`config.mk`:
```
export PLATFORM = sky130hd
export DESIGN_NAME = sac_control
export DESIGN_NICKNAME = d
export VERILOG_FILES = /design/src/sac_pkg.sv /design/src/sac_control.sv /design/src/sac_sar_engine.sv
export VERILOG_INCLUDE_DIRS = /design/src
export SDC_FILE = /design/constraint.sdc
export NUM_CORES = 1
export LEC_CHECK = 0
export BUFFER_PORTS_ARGS = -buffer_cell sky130_fd_sc_hd__buf_4
export CORE_MARGIN = 5
export CORE_UTILIZATION = 31
export CTS_BUF_LIST = sky130_fd_sc_hd__clkbuf_4 sky130_fd_sc_hd__clkbuf_8 sky130_fd_sc_hd__clkbuf_16
export CTS_CLUSTER_SIZE = 14
export DETAILED_ROUTE_END_ITERATION = 7
export GPL_TIMING_DRIVEN = 0
export HOLD_SLACK_MARGIN = 0.15
export PLACE_DENSITY_LB_ADDON = 0.08
export SLEW_MARGIN = 20
export SYNTH_ARGS = -nofsm -noshare
export SYNTH_HDL_FRONTEND = slang
export SYNTH_SLANG_ARGS = --single-unit
```
`constraint.sdc`:
```
create_clock -name pclk -period 3.3 [get_ports pclk]
set_input_delay 0.66 -clock pclk [delete_from_list [all_inputs] [get_ports pclk]]
set_output_delay 0.66 -clock pclk [all_outputs]
set_load 0.005 [all_outputs]
```
`src/sac_defs.svh`:
```
// Register offsets, field positions and reset values of the converter control block.
// Assumes inclusion by bare name from the package and the design modules.
`ifndef SAC_DEFS_SVH
`define SAC_DEFS_SVH

`define SAC_OFF_STATUS_CTRL   12'h000
`define SAC_OFF_RESULT_HIGH   12'h004
`define SAC_OFF_RESULT_LOW    12'h008
`define SAC_OFF_CLOCK_CFG     12'h00C

`define SAC_SCR_FLAG_BIT      7
`define SAC_SCR_IRQEN_BIT     6
`define SAC_SCR_CONT_BIT      5
`define SAC_SCR_CHAN_MSB      4
`define SAC_SCR_RESET         8'h1F

`define SAC_CLK_DIV_MSB       7
`define SAC_CLK_DIV_LSB       5
`define SAC_CLK_INSEL_BIT     4
`define SAC_CLK_FMT_MSB       3
`define SAC_CLK_FMT_LSB       2
`define SAC_CLK_RESET         8'h00

`define SAC_CHAN_COUNT        24
`define SAC_CHAN_POWER_OFF    5'h1F
`define SAC_DIV_MAX           3'h4
`define SAC_RESULT_BITS       10
`define SAC_TRIAL_FIRST       4'h1
`define SAC_TRIAL_LAST        4'hA
`define SAC_CONV_LAST_TICK    4'hF

`endif

```
`src/sac_pkg.sv`:
```
// Types shared by the converter control block.
// Assumes the definitions header is on the include path.
`include "sac_defs.svh"

package sac_pkg;

   // Result formats selected by the two format bits of the clock register.
   typedef enum logic [1:0] {
      SAC_FMT_LEFT,
      SAC_FMT_RIGHT,
      SAC_FMT_LEFT_SIGNED,
      SAC_FMT_TRUNC8
   } sac_format_t;

   // States of the successive-approximation sequencer.
   typedef enum logic [1:0] {
      SAC_ST_IDLE,
      SAC_ST_RUN
   } sac_state_t;

endpackage : sac_pkg

```
`src/sac_control.sv`:
```
// Converter control block: APB registers, channel and pin takeover, sequencing and formats.
// Assumes an APB master on pclk and an analog front end with mux, trial DAC and comparator.
//
// The register offsets and the APB slave port were chosen for this implementation.
`timescale 1ns/1ns
`default_nettype none
`include "sac_defs.svh"

// Overview of operation
// - One of 24 inputs routed by channel field.
// - Selected channel pin forced to converter input.
// - Port data and direction ignored on selected pin.
// - Port read of selected pin returns zero.
// - Upper reference gives 3FF, lower gives 000.
// - Control write starts conversion, 16 to 17 ticks.
// - Continuous mode overwrites results until cleared.
// - Flag set at completion, cleared by result read.
// - Single mode converts once per control write.
// - Two clock-register bits select four formats.
// - Left: eight top bits high, two low.
// - High read locks results until low read.
// - Right: two top bits high, eight low.
// - Signed left inverts the result top bit.
// - Truncation: top eight bits low, no lock.
// - Interrupt enable raises interrupt, flag unused.
// - Converter runs in wait, interrupt wakes processor.
// - Stop mode aborts conversion, converter goes inactive.
// - Continuous conversions resume after stop, allow settling.
// - Pending interrupt cleared by result read or control write.
// - All-ones channel field switches converter off.
// - Flag never set, reads zero, with interrupts enabled.
// - Five-bit channel field, 0 to 23 external.
module sac_control
   import sac_pkg::*;
(
   input  wire logic        pclk,
   input  wire logic        presetn,
   input  wire logic        psel,
   input  wire logic        penable,
   input  wire logic        pwrite,
   input  wire logic [11:0] paddr,
   input  wire logic [31:0] pwdata,
   input  wire logic [3:0]  pstrb,
   output logic [31:0]      prdata,
   output logic             pready,
   output logic             pslverr,
   input  wire logic        wait_mode,
   input  wire logic        stop_mode,
   input  wire logic        cmp_above,
   output logic [4:0]       mux_select,
   output logic [9:0]       trial_code,
   output logic             sample_hold,
   output logic             conv_power_down,
   output logic             conv_irq,
   output logic [23:0]      pin_analog_sel,
   input  wire logic [23:0] port_data_out,
   input  wire logic [23:0] port_dir_out,
   input  wire logic [23:0] pin_level_in,
   output logic [23:0]      pin_drive_out,
   output logic [23:0]      pin_drive_oe,
   output logic [23:0]      port_read_data
);

   logic [7:0]  scr_q;
   logic [7:0]  clk_cfg_q;
   logic [7:0]  result_high_q;
   logic [7:0]  result_low_q;
   logic        flag_q;
   logic        irq_q;
   logic        lock_q;
   logic        stop_q;
   logic [3:0]  div_cnt_q;
   logic [23:0] pin_out_q;
   logic [23:0] pin_oe_q;
   logic [23:0] port_rd_q;
   logic [23:0] chan_onehot;
   logic        wr_access;
   logic        rd_access;
   logic        addr_ok;
   logic        scr_write;
   logic        high_read;
   logic        low_read;
   logic        result_read;
   logic        irq_enabled;
   logic        continuous;
   logic        powered_off;
   logic [4:0]  channel;
   sac_format_t fmt;
   logic [2:0]  div_sel;
   logic [3:0]  div_last;
   logic        conv_tick;
   logic        eng_start;
   logic        eng_abort;
   logic        eng_busy;
   logic        eng_done;
   logic [9:0]  eng_result;
   logic        store_ok;
   logic        stop_exit;
   logic        chan_off_next;
   logic [7:0]  fmt_high;
   logic [7:0]  fmt_low;
   logic [7:0]  rd_byte;

   // Field views of the control and clock registers.
   assign channel     = scr_q[`SAC_SCR_CHAN_MSB:0];
   assign continuous  = scr_q[`SAC_SCR_CONT_BIT];
   assign irq_enabled = scr_q[`SAC_SCR_IRQEN_BIT];
   assign powered_off = (channel == `SAC_CHAN_POWER_OFF);
   assign fmt         = sac_format_t'(clk_cfg_q[`SAC_CLK_FMT_MSB:`SAC_CLK_FMT_LSB]);
   assign div_sel     = clk_cfg_q[`SAC_CLK_DIV_MSB:`SAC_CLK_DIV_LSB];

   // APB decode; every access completes with no wait state.
   assign wr_access   = psel && penable && pwrite;
   assign rd_access   = psel && penable && !pwrite;
   assign addr_ok     = (paddr == `SAC_OFF_STATUS_CTRL) || (paddr == `SAC_OFF_RESULT_HIGH) ||
                        (paddr == `SAC_OFF_RESULT_LOW)  || (paddr == `SAC_OFF_CLOCK_CFG);
   assign pready      = 1'b1;
   assign pslverr     = psel && penable && !addr_ok;
   assign scr_write   = wr_access && pstrb[0] && paddr == `SAC_OFF_STATUS_CTRL;
   assign high_read   = rd_access && paddr == `SAC_OFF_RESULT_HIGH;
   assign low_read    = rd_access && paddr == `SAC_OFF_RESULT_LOW;
   assign result_read = high_read || low_read;

   // Read mux: each register is one byte in the low lane, upper bits zero.
   always_comb begin
      rd_byte = 8'h00;
      case (paddr)
         `SAC_OFF_STATUS_CTRL: begin
            rd_byte = {flag_q && !irq_enabled, scr_q[6:0]};
         end
         `SAC_OFF_RESULT_HIGH: begin
            rd_byte = result_high_q;
         end
         `SAC_OFF_RESULT_LOW: begin
            rd_byte = result_low_q;
         end
         `SAC_OFF_CLOCK_CFG: begin
            rd_byte = clk_cfg_q;
         end
         default: begin
            rd_byte = 8'h00;
         end
      endcase
      prdata = {24'h000000, rd_byte};
   end

   // Control register; the flag position is read-only and never stored.
   always_ff @(posedge pclk or negedge presetn) begin
      if (!presetn) begin
         scr_q <= `SAC_SCR_RESET;
      end else if (scr_write) begin
         scr_q <= {1'b0, pwdata[6:0]};
      end
   end

   // Clock configuration register with divider, input select and format fields.
   always_ff @(posedge pclk or negedge presetn) begin
      if (!presetn) begin
         clk_cfg_q <= `SAC_CLK_RESET;
      end else if (wr_access && pstrb[0] && paddr == `SAC_OFF_CLOCK_CFG) begin
         clk_cfg_q <= pwdata[7:0];
      end
   end

   // Converter clock enable: one pulse every 2^n bus cycles, n limited to four.
   assign div_last  = (div_sel > `SAC_DIV_MAX) ? 4'hF : 4'((5'h01 << div_sel) - 5'h01);
   assign conv_tick = (div_cnt_q >= div_last) && !powered_off && !stop_mode;

   always_ff @(posedge pclk or negedge presetn) begin
      if (!presetn) begin
         div_cnt_q <= 4'h0;
      end else if (conv_tick || powered_off || stop_mode) begin
         div_cnt_q <= 4'h0;
      end else begin
         div_cnt_q <= div_cnt_q + 4'h1;
      end
   end

   // Stop mode tracking so that continuous conversions resume on its release.
   always_ff @(posedge pclk or negedge presetn) begin
      if (!presetn) begin
         stop_q <= 1'b0;
      end else begin
         stop_q <= stop_mode;
      end
   end
   assign stop_exit = stop_q && !stop_mode;

   // Start on a control write, or in continuous mode on each completion or after stop.
   // Wait mode is deliberately not looked at: the converter keeps running through it.
   // A control write is judged by the channel being written, so leaving power-off starts.
   assign chan_off_next = scr_write ? (pwdata[`SAC_SCR_CHAN_MSB:0] == `SAC_CHAN_POWER_OFF) :
                          powered_off;
   assign eng_abort = stop_mode || chan_off_next;
   assign eng_start = !eng_abort &&
                      (scr_write ||
                       (eng_done && continuous) ||
                       (stop_exit && continuous));

   sac_sar_engine u_engine (
      .pclk        (pclk),
      .presetn     (presetn),
      .conv_tick   (conv_tick),
      .start       (eng_start),
      .abort       (eng_abort),
      .cmp_above   (cmp_above),
      .trial_code  (trial_code),
      .sample_hold (sample_hold),
      .busy        (eng_busy),
      .done        (eng_done),
      .result      (eng_result)
   );

   // Result formatting for the four formats.
   always_comb begin
      fmt_high = 8'h00;
      fmt_low  = 8'h00;
      case (fmt)
         SAC_FMT_LEFT: begin
            fmt_high = eng_result[9:2];
            fmt_low  = {eng_result[1:0], 6'h00};
         end
         SAC_FMT_RIGHT: begin
            fmt_high = {6'h00, eng_result[9:8]};
            fmt_low  = eng_result[7:0];
         end
         SAC_FMT_LEFT_SIGNED: begin
            fmt_high = {~eng_result[9], eng_result[8:2]};
            fmt_low  = {eng_result[1:0], 6'h00};
         end
         SAC_FMT_TRUNC8: begin
            fmt_high = 8'h00;
            fmt_low  = eng_result[9:2];
         end
         default: begin
            fmt_high = 8'h00;
            fmt_low  = 8'h00;
         end
      endcase
   end

   // High/low interlock: a high read freezes the results until the low read, except in the truncation format.
   always_ff @(posedge pclk or negedge presetn) begin
      if (!presetn) begin
         lock_q <= 1'b0;
      end else if (low_read || fmt == SAC_FMT_TRUNC8) begin
         lock_q <= 1'b0;
      end else if (high_read) begin
         lock_q <= 1'b1;
      end
   end
   assign store_ok = eng_done && (!lock_q || fmt == SAC_FMT_TRUNC8);

   // Result registers, overwritten at each completion unless locked.
   always_ff @(posedge pclk or negedge presetn) begin
      if (!presetn) begin
         result_high_q <= 8'h00;
         result_low_q  <= 8'h00;
      end else if (store_ok) begin
         result_high_q <= fmt_high;
         result_low_q  <= fmt_low;
      end
   end

   // Completion flag, used only with interrupts disabled; a new completion beats the clear.
   always_ff @(posedge pclk or negedge presetn) begin
      if (!presetn) begin
         flag_q <= 1'b0;
      end else if (eng_done && !irq_enabled) begin
         flag_q <= 1'b1;
      end else if (result_read || irq_enabled) begin
         flag_q <= 1'b0;
      end
   end

   // Interrupt pending; it also serves as the wake request out of wait mode.
   always_ff @(posedge pclk or negedge presetn) begin
      if (!presetn) begin
         irq_q <= 1'b0;
      end else if (eng_done && irq_enabled) begin
         irq_q <= 1'b1;
      end else if (result_read || scr_write || !irq_enabled) begin
         irq_q <= 1'b0;
      end
   end
   assign conv_irq = irq_q;

   // Analog mux select and power-down outputs.
   assign mux_select      = channel;
   assign conv_power_down = powered_off || stop_mode;

   // One-hot pin takeover, one entry per external channel.
   genvar gi;
   generate
      for (gi = 0; gi < `SAC_CHAN_COUNT; gi++) begin : g_pin
         assign chan_onehot[gi] = (channel == 5'(gi));
      end
   endgenerate
   assign pin_analog_sel = chan_onehot;

   // Pin drive and port read-back, registered, with the taken pin masked off.
   always_ff @(posedge pclk or negedge presetn) begin
      if (!presetn) begin
         pin_out_q <= 24'h000000;
         pin_oe_q  <= 24'h000000;
         port_rd_q <= 24'h000000;
      end else begin
         pin_out_q <= port_data_out & ~chan_onehot;
         pin_oe_q  <= port_dir_out & ~chan_onehot;
         port_rd_q <= pin_level_in & ~chan_onehot;
      end
   end
   assign pin_drive_out  = pin_out_q;
   assign pin_drive_oe   = pin_oe_q;
   assign port_read_data = port_rd_q;

endmodule : sac_control
`default_nettype wire

```
`src/sac_sar_engine.sv`:
```
// Successive-approximation sequencer that runs on converter clock enable pulses.
// Assumes an analog comparator answers the trial code on cmp_above before the next tick.
`timescale 1ns/1ns
`default_nettype none
`include "sac_defs.svh"

module sac_sar_engine
   import sac_pkg::*;
(
   input  wire logic       pclk,
   input  wire logic       presetn,
   input  wire logic       conv_tick,
   input  wire logic       start,
   input  wire logic       abort,
   input  wire logic       cmp_above,
   output logic [9:0]      trial_code,
   output logic            sample_hold,
   output logic            busy,
   output logic            done,
   output logic [9:0]      result
);

   sac_state_t state_q;
   logic [3:0] tick_cnt_q;
   logic [9:0] sar_q;
   logic [9:0] trial_bit;
   logic [3:0] bit_pos;

   // Bit under trial walks from the top bit down during ticks one to ten.
   assign bit_pos    = 4'(`SAC_TRIAL_LAST - tick_cnt_q);
   assign trial_bit  = (tick_cnt_q >= `SAC_TRIAL_FIRST && tick_cnt_q <= `SAC_TRIAL_LAST) ?
                       (10'h001 << bit_pos) : 10'h000;
   assign trial_code = sar_q | trial_bit;
   assign busy       = (state_q == SAC_ST_RUN);

   // Sequencer: a start restarts from tick zero, so a run takes sixteen ticks after alignment.
   always_ff @(posedge pclk or negedge presetn) begin
      if (!presetn) begin
         state_q    <= SAC_ST_IDLE;
         tick_cnt_q <= 4'h0;
         sar_q      <= 10'h000;
      end else if (abort) begin
         state_q    <= SAC_ST_IDLE;
         tick_cnt_q <= 4'h0;
      end else if (start) begin
         state_q    <= SAC_ST_RUN;
         tick_cnt_q <= 4'h0;
         sar_q      <= 10'h000;
      end else if (state_q == SAC_ST_RUN && conv_tick) begin
         if (cmp_above) begin
            sar_q <= trial_code;
         end
         if (tick_cnt_q == `SAC_CONV_LAST_TICK) begin
            state_q    <= SAC_ST_IDLE;
            tick_cnt_q <= 4'h0;
         end else begin
            tick_cnt_q <= tick_cnt_q + 4'h1;
         end
      end
   end

   // Completion pulse and held result, both registered.
   always_ff @(posedge pclk or negedge presetn) begin
      if (!presetn) begin
         done        <= 1'b0;
         result      <= 10'h000;
         sample_hold <= 1'b0;
      end else begin
         done        <= !abort && !start && busy && conv_tick &&
                        tick_cnt_q == `SAC_CONV_LAST_TICK;
         sample_hold <= busy && tick_cnt_q == 4'h0 && !abort;
         if (!abort && !start && busy && conv_tick && tick_cnt_q == `SAC_CONV_LAST_TICK) begin
            result <= sar_q;
         end
      end
   end

endmodule : sac_sar_engine
`default_nettype wire

```
==> Yosys cells after proc, flatten, opt, wreduce, memory -nomap -nowiden <==
Index checks and enable logic that the tools add are counted.
{ "op_classes": {"n_eq_ne": 33, "shifts": 2, "reduce_logical": 64, "order_cmp": 4, "mux": 24, "bitwise_logic": 7, "n_addsub": 4} }
{ "op_table": {"columns": ["op", "count"], "rows": [
  ["$and 24x24->24", 3],
  ["$pmux 8 s4", 2],
  ["$eq 5x5->1 const B", 10],
  ["$eq 5x4->1 const B", 8],
  ["$mux 10", 4],
  ["$logic_and 1x1->1", 27],
  ["$eq 12x4->1 const B", 2],
  ["$mux 4", 6],
  ["$not 24->24", 1],
  ["$pmux 8 s3", 1],
  ["$eq 5x3->1 const B", 4],
  ["$logic_or 1x1->1", 15],
  ["$eq 12x3->1 const B", 1],
  ["$logic_not 12->1", 1],
  ["$eq 5x2->1 const B", 2],
  ["$or 10x10->10", 1],
  ["$reduce_bool 2->1", 5],
  ["$shl 1x4->10 const A", 1],
  ["$add 4x1->4 const B", 2],
  ["$logic_not 1->1", 8],
  ["$mux 2", 4],
  ["$mux 1", 7],
  ["$reduce_bool 3->1", 2],
  ["$eq 5x1->1 const B", 1],
  ["17 further kinds", 20]
]} }
{ "totals": {"inputBits": 128, "wordCells": 156, "reg_bits": 139, "output_inout_bits": 148} }

==> Depth between registers and ports, before layout <==
Gate-level depths: netlist (run 1).
{ "depth": {"depth_word": 13, "depth_mapped": 13, "mapped_depth_nobuf": 12} }

==> Hierarchy <==
From an unflattened synthesis (run 1), not the netlist that was laid out.
{ "unflattened": {"hier_cells": 574, "area_unflattened_um2": 6389.9} }
{ "by_module_without_submodules": {"columns": ["mod", "instances", "cells_each", "area_each_um2", "seq_area_each_um2"], "rows": [
  ["sac_control", 1, 450, 4981.0, 2783.9],
  ["sac_sar_engine", 1, 124, 1408.9, 675.6]
]} }

==> Worst setup path after synthesis (run 1) <==
Ideal clock, no wire load.
{ "synth_timing": {"kind": "register -> register", "startpoint": "register clk_cfg_q[6]", "endpoint": "register u_engine.result[2]", "path_stages_with_launch": 13, "arrival_ns": 2.915, "setup_slack_ns": 0.258, "setup_ns": 0.128, "n_path_buf": 1, "period_less_slack_ns": 3.042, "required_time_ns": 3.172, "cell_sequence": "dfrtp_1 > or3_1 > ha_1 > nand3_1 > o21ai_0 > o21a_1 > ha_1 > o21a_1 > nor2_1 > a211o_1 > nor4_1 > buf_6 > mux2_1"} }
{ "synth_via": {"elab_chain_cells": 8, "elab_cells_between_ends": 9, "classes_between": "add/sub (1); order compare (2); shift (1); mux (1); reduce/logical (4)"} }
{ "synth_lines": {"columns": ["item", "line_no", "text"], "rows": [
  ["from (decl)", "sac_control.sv:65", "logic [7:0] clk_cfg_q;"],
  ["from (signal assigned)", "sac_control.sv:159", "clk_cfg_q <= `SAC_CLK_RESET;"],
  ["from (signal assigned)", "sac_control.sv:161", "clk_cfg_q <= pwdata[7:0];"],
  ["$shl 1x3->4", "sac_control.sv:166", "assign div_last = (div_sel > `SAC_DIV_MAX) ? 4'hF : 4'((5'h01 << div_sel) - 5'h01);"],
  ["$sub 4x1->4", "sac_control.sv:166", null],
  ["$mux 4 (*)", "sac_control.sv:166", null],
  ["$ge 4x4->1 (*)", "sac_control.sv:167", "assign conv_tick = (div_cnt_q >= div_last) && !powered_off && !stop_mode;"],
  ["$logic_and 1x1->1 (*) (2 in a row)", "sac_control.sv:167", null],
  ["$logic_and 1x1->1 (*)", "sac_sar_engine.sv:72", "if (!abort && !start && busy && conv_tick && tick_cnt_q == `SAC_CONV_LAST_TICK) begin"],
  ["$logic_and 1x1->1 (no line) (*)", null, null],
  ["to (signal assigned)", "sac_sar_engine.sv:73", "result <= sar_q;"],
  ["to (decl)", "sac_sar_engine.sv:20", "output logic [9:0] result"]
]} }
Mark *: on every way between the ends. The rest lies on a longest branch, timed or not.
A chain may end at the register's enable or synchronous reset.

==> Worst setup path after layout (run 1) <==
Same ends and word-level chain as after synthesis.

==> reports/qor.csv, run 1 <==
metric,value,unit
firstDrtPassIters,4,
drtAntennaViolNets,0,
synthTopCellsByArea,"dfrtp_1, and2_1, nand2_1",
cp.arrival,3470,ps
routed_wirelength,19650,um
via_count,5104,
hold_buffers,0,
fin_crit_sh,0.9624,
first_global_vias,5358,
final.setup.tns,0,ps
grt_overflow_total,0,
crit_fanout,10,
startpoint_type,flip-flop,
reg2reg_to,u_engine.result[2]$_DFFE_PN0P_,
initial_core_util,0.3165,
finClkSkew,8.055,ps
clkTransAtPathRegs,60,ps
die_x,154.0,um
num-nets-final,1002,
io-pin-count,276,
max_freq,314.9,MHz
dp_hpwl,15610,um
synth_area,6425,sq um
setup_viol,0,
gp_congestion,0.7848,
antenna_found_initial,0,
synth_top_area_frac,0.5180,
reg2reg_slack,120,ps
max_cap_viol_count,0,
htree_levels,4,
fin_total_pwr,4.109,mW
vias_per_cell,4.462,
final_util,0.4538,
yosysMostFrequentCell,dfrtp_1,
drc,0,
hold_ws,183.0,ps
antenna-diode-count,0,
ys_warn_count,0,
ir_drop,0.3383,mV
drt_iter0_markers,148,
criticalPathCategory,reg -> reg,
yosysSeqAreaShare,0.5385,
worstReg2RegStart,clk_cfg_q[6]$_DFFE_PN0P_,
pwr_density_cell,446.1,nW/um^2
clk_latency,420,ps
netlist_instances,598,
synth_seq_cells,138,
synth.top_cells.by_count,"dfrtp_1, nand2_1, and2_1",
r2r_cells,12,
final_layout_size_suffix_gt1_frac,0.3890,
cts_tree,done,
grt.total_usage,0.1649,
cts_setup_buffers,0,
p_leak,4.558,nW
status,"finished, final reports clean",
slew_headroom,0.3972,
clock-sinks,138,
yosysTopAreaCell,dfrtp_1,
grt_pass1_wl,30950,um
rsz0062_at_grt,false,
worst_pin_slew,896.7,ps
synth_edf_count,0,
fin_crit,3176,ps
cts-root-buf,clkbuf_16,
clk_path_buf_depth,2,
hold_viol,0,
syn2layout_area_growth,43.37,%
port_buffers,221,
rows,52,
grt_max_degree,76,
synth_cell_type_count,57,
hp-class,in -> async,
synth_area_per_cell,10.74,sq um
dieArea,23710,sq um
coreArea,20300,sq um
cp-end-kind,flip-flop,
cp.required,3600,ps
finalMaxSlewViolations,0,
async_reset_ff_frac,1.000,
die_height,154.0,um
cts_buffers,17,
synth_flop_cell,dfrtp_1,
wire_per_inst,17.17,um
-- metrics by stage --
stage	area, sq um	worst slack [ps]	std cells
after detailed placement	8543	-188.1	1113
after CTS	9204	53.06	1144
after global routing	9211	10.56	1144
final	9211	124.1	1144
after floorplan	6511	257.7	621
after global placement	8508	-154.5	1112
-- per-layer routing --
layer  part of all wire  vias to the layer above  GRT usage  routed length (um)
met5                  0                        -          0                   0
met4              0.012                        0    0.04373                 245
met3              0.058                       14    0.04132                1144
met2               0.51                      169     0.2812                9924
met1               0.42                     2464     0.2091                8332
li1                   -                     2457          -                   -
-- worst max path at each step --
stage / startpoint / endpoint / cells past startpoint
after CTS: clk_cfg_q[6]$_DFFE_PN0P_ / u_engine.result[2]$_DFFE_PN0P_ / 12
after floorplan: clk_cfg_q[6]$_DFFE_PN0P_ / u_engine.result[2]$_DFFE_PN0P_ / 12
after global placement: paddr[1] / prdata[7] / 6
after global routing: clk_cfg_q[6]$_DFFE_PN0P_ / u_engine.result[2]$_DFFE_PN0P_ / 12
after detailed placement: clk_cfg_q[6]$_DFFE_PN0P_ / u_engine.sar_q[6]$_DFFE_PN0P_ / 11
final: clk_cfg_q[6]$_DFFE_PN0P_ / u_engine.result[2]$_DFFE_PN0P_ / 12
-- cell families (layout without fill, tap and decap cells) --
| group | after synthesis | in the layout | synth area share |
|---|---|---|---|
| AO/OA/AOI/OAI | 76 | 76 | 0.07712 |
| XOR/XNOR | 4 | 4 | 0.005454 |
| adder cells (fa/ha/maj) | 13 | 13 | 0.02532 |
| buffers and inverters | 91 | 344 | 0.07322 |
| flip-flops | 138 | 138 | 0.5385 |
| multiplexers | 36 | 36 | 0.07848 |
| other | 2 | 25 | 0.001169 |
| AND/OR/NAND/NOR | 238 | 238 | 0.2008 |
-- cell type report --
| type | instances | area [sq um] |
|---|---|---|
| fill | 1955 | 11090 |
| clock buffer | 19 | 446.7 |
| tap | 270 | 337.8 |
| clock inverter | 13 | 192.7 |
| timing repair buffer | 222 | 1694 |
| inverter | 37 | 138.9 |
| multi-input combinational | 392 | 2614 |
| buffer | 53 | 327.8 |
| sequential | 138 | 3460 |
-- state kept, by name, indices dropped and copies added (netlist names), 4 cells and up --
register	cells
scr_q	7
u_engine.tick_cnt_q	4
result_low_q	8
clk_cfg_q	8
u_engine.sar_q	10
u_engine.result	10
pin_drive_oe	24
port_read_data	24
pin_drive_out	24
result_high_q	8
div_cnt_q	4
-- where the power goes --
group	switching, mW	internal [mW]	total, mW
Sequential	0.0132	1.74	1.75
Combinational	0.123	0.179	0.301
Clock	0.757	1.30	2.06
-- repair_timing --
item / in CTS / in global routing
resized for setup: 4 / 1
setup endpoints to repair: 20 / 13
pin swaps: 1 / 1
-- worst max-delay path, cell delays in order (launching register included) --
cell and delay (ps):
dfrtp_1 460, or3_1 440, ha_1 230, nand3_1 80
o21ai_0 80, o21a_1 180, ha_1 260, o21a_1 110
nor2_1 80, a211o_1 360, nor4_4 220, buf_6 220
mux2_1 340
-- cell usage in the layout, fill, tap and decap left out, types with 15 or more instances in the layout --
cell type | synthesis | layout
nand2_1 | 77 | 77
o21ai_0 | 25 | 25
clkbuf_16 | 0 | 17
conb_1 | 2 | 25
mux2_2 | 15 | 15
nor2b_1 | 32 | 32
nor2_1 | 15 | 15
dfrtp_1 | 133 | 133
inv_1 | 37 | 37
and2_1 | 56 | 56
buf_4 | 30 | 250
Power figures use the tool's default switching activity.
==> run 2: changes to the inputs <==
CORE_UTILIZATION = 30   (was 31)
CTS_BUF_LIST = default   (was sky130_fd_sc_hd__clkbuf_4 sky130_fd_sc_hd__clkbuf_8 sky130_fd_sc_hd__clkbuf_16)
==> run 2 against run 1 <==
Net effect: wire length rose by 0.72%; largest cell class unchanged; critical path depth did not move; clock power barely moved; setup slack improved by 30 ps; first-iteration DRC count grew 38%; largest power group unchanged; cell count grew 0.61%; combinational power barely moved; fmax is 0.94% higher; die area grew 3.1%; global-route usage shrank 0.38 points; worst hold slack got worse by 33 ps.
==> reports/qor.csv, run 2 (synthesis gave the netlist of run 1 again) <==
metric,value,unit
dp_slack,-178.6,ps
hp-class,in -> async,
p_leak,4.566,nW
drtAntennaViolNets,0,
drc,0,
startpoint,clk_cfg_q[6]$_DFFE_PN0P_,
cts_tree,done,
reg2reg_slack,150,ps
setup_ws,153.6,ps
cp.required,3600,ps
worstReg2RegStart,clk_cfg_q[6]$_DFFE_PN0P_,
wire_per_inst,17.19,um
die_x,156.3,um
clkTransAtPathRegs,60,ps
io-pin-count,276,
max_cap_viol_count,0,
syn2layout_area_growth,43.72,%
ir_drop,0.3014,mV
num-nets-final,1004,
vias_per_cell,4.407,
startpoint_type,flip-flop,
grt.total_usage,0.1611,
final_util,0.4379,
clock-sinks,138,
pwr_density_cell,444.5,nW/um^2
cts_buffers,17,
rows,53,
hold_viol,0,
port_buffers,221,
worst_pin_slew,798.4,ps
dp.cells,1118,
cp.arrival,3450,ps
fin_area,9234,sq um
routed.top_layer,met4,
antenna_found_initial,0,
placed_area,8549,sq um
drt_iter0_markers,204,
htree_levels,4,
firstDrtPassIters,4,
max_freq,317.8,MHz
slew_headroom,0.4633,
dieArea,24440,sq um
setup_viol,0,
final_layout_size_suffix_gt1_frac,0.3904,
fin_cells,1151,
reg2reg_to,u_engine.result[5]$_DFFE_PN0P_,
crit_fanout,7,
grt_pass1_wl,30520,um
antenna-diode-count,0,
fin_crit,3146,ps
cts-root-buf,clkbuf_16,
clk_latency,420,ps
routed_wirelength,19790,um
die_height,156.3,um
cp-end-kind,flip-flop,
initial_core_util,0.3047,
dr_wl_met2,9951,um
layout_common_cells,"buf_4, dfrtp_1, nand2_1",
final_common_cell,buf_4,
clk_path_buf_depth,2,
fin_crit_sh,0.9534,
dp_hpwl,15580,um
rsz0062_at_grt,true,
criticalPathCategory,reg -> reg,
finClkSkew,6.550,ps
grt_overflow_total,0,
first_global_vias,5365,
met3_wirelength,1292,um
via_count,5072,
final.setup.tns,0,ps
status,"finished, final reports clean",
fill_cells,2015,
gp_congestion,0.8026,
r2r_cells,12,
grt_max_degree,82,
m1WireLength,8318,um
coreArea,21090,sq um
finalMaxSlewViolations,0,
[run 2: changes by cell type in the layout (fill, tap and decap cells not counted), sizes merged]
| cell | delta |
|---|---|
| inv | +3 |
| buf | +2 |
| clkinv | -2 |
| clkbuf | -1 |
[run 2: layout make-up]
type                    count  area (sq um)  area share
flip-flops and latches    138          3461      0.3748
multi-input cells         392          2614      0.2831
plain buffers              53         327.8     0.03550
clock buffers              18         429.2     0.04648
inverters                  37         138.9     0.01504
well taps                 275         344.1     0.03726
repair buffers            224          1709      0.1851
clock inverters            14         210.2     0.02276
[run 2: critical path, stage by stage, from the launching register on]
cell	delay, ps
dfrtp_1	450
or3_1	430
ha_1	220
nand3_1	80
o21ai_0	70
o21a_1	180
ha_1	260
o21a_1	110
nor2_1	80
a211o_1	360
nor4_4	260
buf_4	230
mux2_4	300
[run 2: where the power goes]
group	switching (mW)	internal, mW
Combinational	0.123	0.179
Clock	0.769	1.29
Sequential	0.0125	1.74
Total	0.904	3.20
[run 2: routing by layer]
layer | track usage | vias up
met5 | 0 | -
met4 | 0.04380 | 0
met3 | 0.04010 | 18
met2 | 0.2790 | 182
met1 | 0.2007 | 2406
li1 | - | 2466
[run 2: how the worst max path moves through the flow]
| stage | end | depth (start not counted) |
|---|---|---|
| 2_1_floorplan | u_engine.result[2]$_DFFE_PN0P_ | 12 |
| 3_3_place_gp | prdata[7] | 6 |
| 3_5_place_dp | u_engine.sar_q[6]$_DFFE_PN0P_ | 11 |
| 4_1_cts | u_engine.result[3]$_DFFE_PN0P_ | 12 |
| 5_1_grt | u_engine.result[5]$_DFFE_PN0P_ | 12 |
| 6_report | u_engine.result[5]$_DFFE_PN0P_ | 12 |
[run 2: repair_timing]
| action | in CTS | in global routing |
|---|---|---|
| gates cloned | 0 | 1 |
| setup endpoints to repair | 20 | 16 |
| setup buffers | 0 | 1 |
| gates resized for setup | 3 | 5 |
| hold buffers | 0 | 0 |
| pin swaps | 0 | 1 |
[run 2: through the flow]
step | hold slack (ps) | total power [mW]
6_report | 150.3 | 4.104
5_1_grt | 179.5 | 4.275
2_1_floorplan | 364.4 | 1.864
4_1_cts | 162.0 | 4.175
3_5_place_dp | 467.8 | 2.085
3_3_place_gp | 458.8 | 2.078
==> run 3: changes to the inputs <==
SLEW_MARGIN = default   (was 20)
clock period = 3.8 ns   (was 3.3 ns; I/O delays follow)
==> run 3 against run 2 <==
Net effect: first-iteration DRC count grew 0.49%; core utilization shrank 0.34 points; die area is the same; total power shrank 15%; wire length shrank 0.39%; global-route usage is essentially flat; combinational power shrank 14%; register-to-register slack gained 210 ps; worst hold slack gained 150 ps; via count grew 0.20%; critical path depth shrank 6.
==> reports/qor.csv, run 3 (synthesis gave the netlist of run 1 again) <==
metric,value,unit
dieArea,24440,sq um
dp_hpwl,15610,um
rsz0062_at_grt,false,
slew_headroom,0.3531,
cts_setup_buffers,0,
post_cts_resized,0,
finClkSkew,7.652,ps
vias_per_cell,4.419,
max_freq,279.8,MHz
die_height,156.3,um
cp-end-kind,output port,
rows,53,
slowest_stage,or4_4,
via_count,5082,
cts_buffers,17,
clk_latency,420,ps
clkTransAtPathRegs,60,ps
grt.total_usage,0.1610,
ir_drop,0.2761,mV
fin_crit,3574,ps
p_leak,4.535,nW
cts_tree,done,
initial_core_util,0.3047,
syn2layout_area_growth,42.59,%
final.setup.tns,0,ps
clk_path_buf_depth,2,
status,"finished, final reports clean",
criticalPathCategory,in -> out,
finalMaxSlewViolations,0,
crit_buf_inv,3,
coreArea,21090,sq um
htree_levels,4,
final_common_cell,buf_4,
first_global_vias,5386,
die_x,156.3,um
grt_max_degree,82,
grt_pass1_wl,30550,um
antenna_found_initial,0,
fin_total_pwr,3.508,mW
layout_common_cells,"buf_4, dfrtp_1, nand2_1",
fin_crit_sh,0.9405,
grt_overflow_total,0,
wire_per_inst,17.14,um
firstDrtPassIters,5,
port_buffers,221,
cp.required,3040,ps
pwr_density_cell,382.9,nW/um^2
drtAntennaViolNets,0,
worst_pin_slew,964.5,ps
clock-sinks,138,
hold_buffers,0,
drc,0,
hold_viol,0,
drt_iter0_markers,205,
crit_chain,buf_4 > or4_4 > or4_4 > buf_1 > a211oi_1 > buf_4,
startpoint_type,input port,
crit_fanout,10,
crit_family,simple AND/OR/NAND/NOR gates,
num-nets-final,1003,
setup_viol,0,
cts-root-buf,clkbuf_16,
cp.arrival,2810,ps
hp-class,in -> async,
slowest_delay,560,ps
final_layout_size_suffix_gt1_frac,0.3840,
routed_wirelength,19710,um
antenna-diode-count,0,
io-pin-count,276,
gp_congestion,0.8026,
max_cap_viol_count,0,
## run 3: cell count changes in the layout (fill, tap and decap cells not counted), sizes merged
cell	before	now
clkinvlp	2	4
inv	42	43
bufinv	4	3
clkinv	3	1
buf	264	263
## run 3: worst reg2reg max path: stages, from the launching register on
cell and delay, ps:
dfrtp_1 450, or3_1 430, ha_1 220, nand3_1 80, o21ai_0 70, o21a_1 180
ha_1 260, o21a_1 110, nor2_1 50, a211oi_1 800, o2111ai_4 360, a211oi_1 330
## run 3: cell type report
class                           count  area (sq um)
Buffer                             54         331.6
Clock buffer                       18         429.2
Clock inverter                     14         186.4
Fill cell                        2044         11930
Inverter                           37         138.9
Multi-Input combinational cell    392          2581
Sequential cell                   138          3460
Tap cell                          275         344.1
Timing Repair Buffer              222          1690
## run 3: power breakdown
part	internal (mW)	switching, mW	leakage (nW)
logic	0.154	0.106	2.51
registers	1.51	0.0110	1.74
clock network	1.05	0.679	0.288
total	2.71	0.795	4.53
## run 3: final timing paths
path | start | to | slack [ps] | cells after the start
max in group asynchronous | presetn | scr_q[2]$_DFFE_PN1P_ | 2690 | 2
max reg2reg | clk_cfg_q[6]$_DFFE_PN0P_ | u_engine.sar_q[5]$_DFFE_PN0P_ | 360 | 11
min | presetn | port_read_data[9]$_DFF_PN0_ | 300 | 1
max | paddr[1] | prdata[7] | 230 | 6
min reg2reg | result_high_q[1]$_DFFE_PN0P_ | result_high_q[1]$_DFFE_PN0P_ | 480 | 2
min in group pclk | result_high_q[1]$_DFFE_PN0P_ | result_high_q[1]$_DFFE_PN0P_ | 480 | 2
## run 3: metrics by stage
stage / cells / setup WS [ps] / hold WS [ps] / area (sq um) / utilization
floorplan: 621 / 757.7 / 444.6 / 6511 / -
global placement: 1117 / 185.7 / 458.8 / 8514 / 0.4038
detailed placement: 1118 / 204.9 / 467.5 / 8546 / 0.4052
CTS: 1150 / 190.2 / 325.6 / 9161 / 0.4344
global route: 1150 / 36.12 / 333.8 / 9161 / 0.4344
finish: 1150 / 226.1 / 298.5 / 9161 / 0.4344
## run 3: per-layer routing
metal  routed length [um]  global-route usage
met5                    0                   0
met4                  234             0.03967
met3                 1347             0.04176
met2                 9833              0.2786
met1                 8297              0.2013
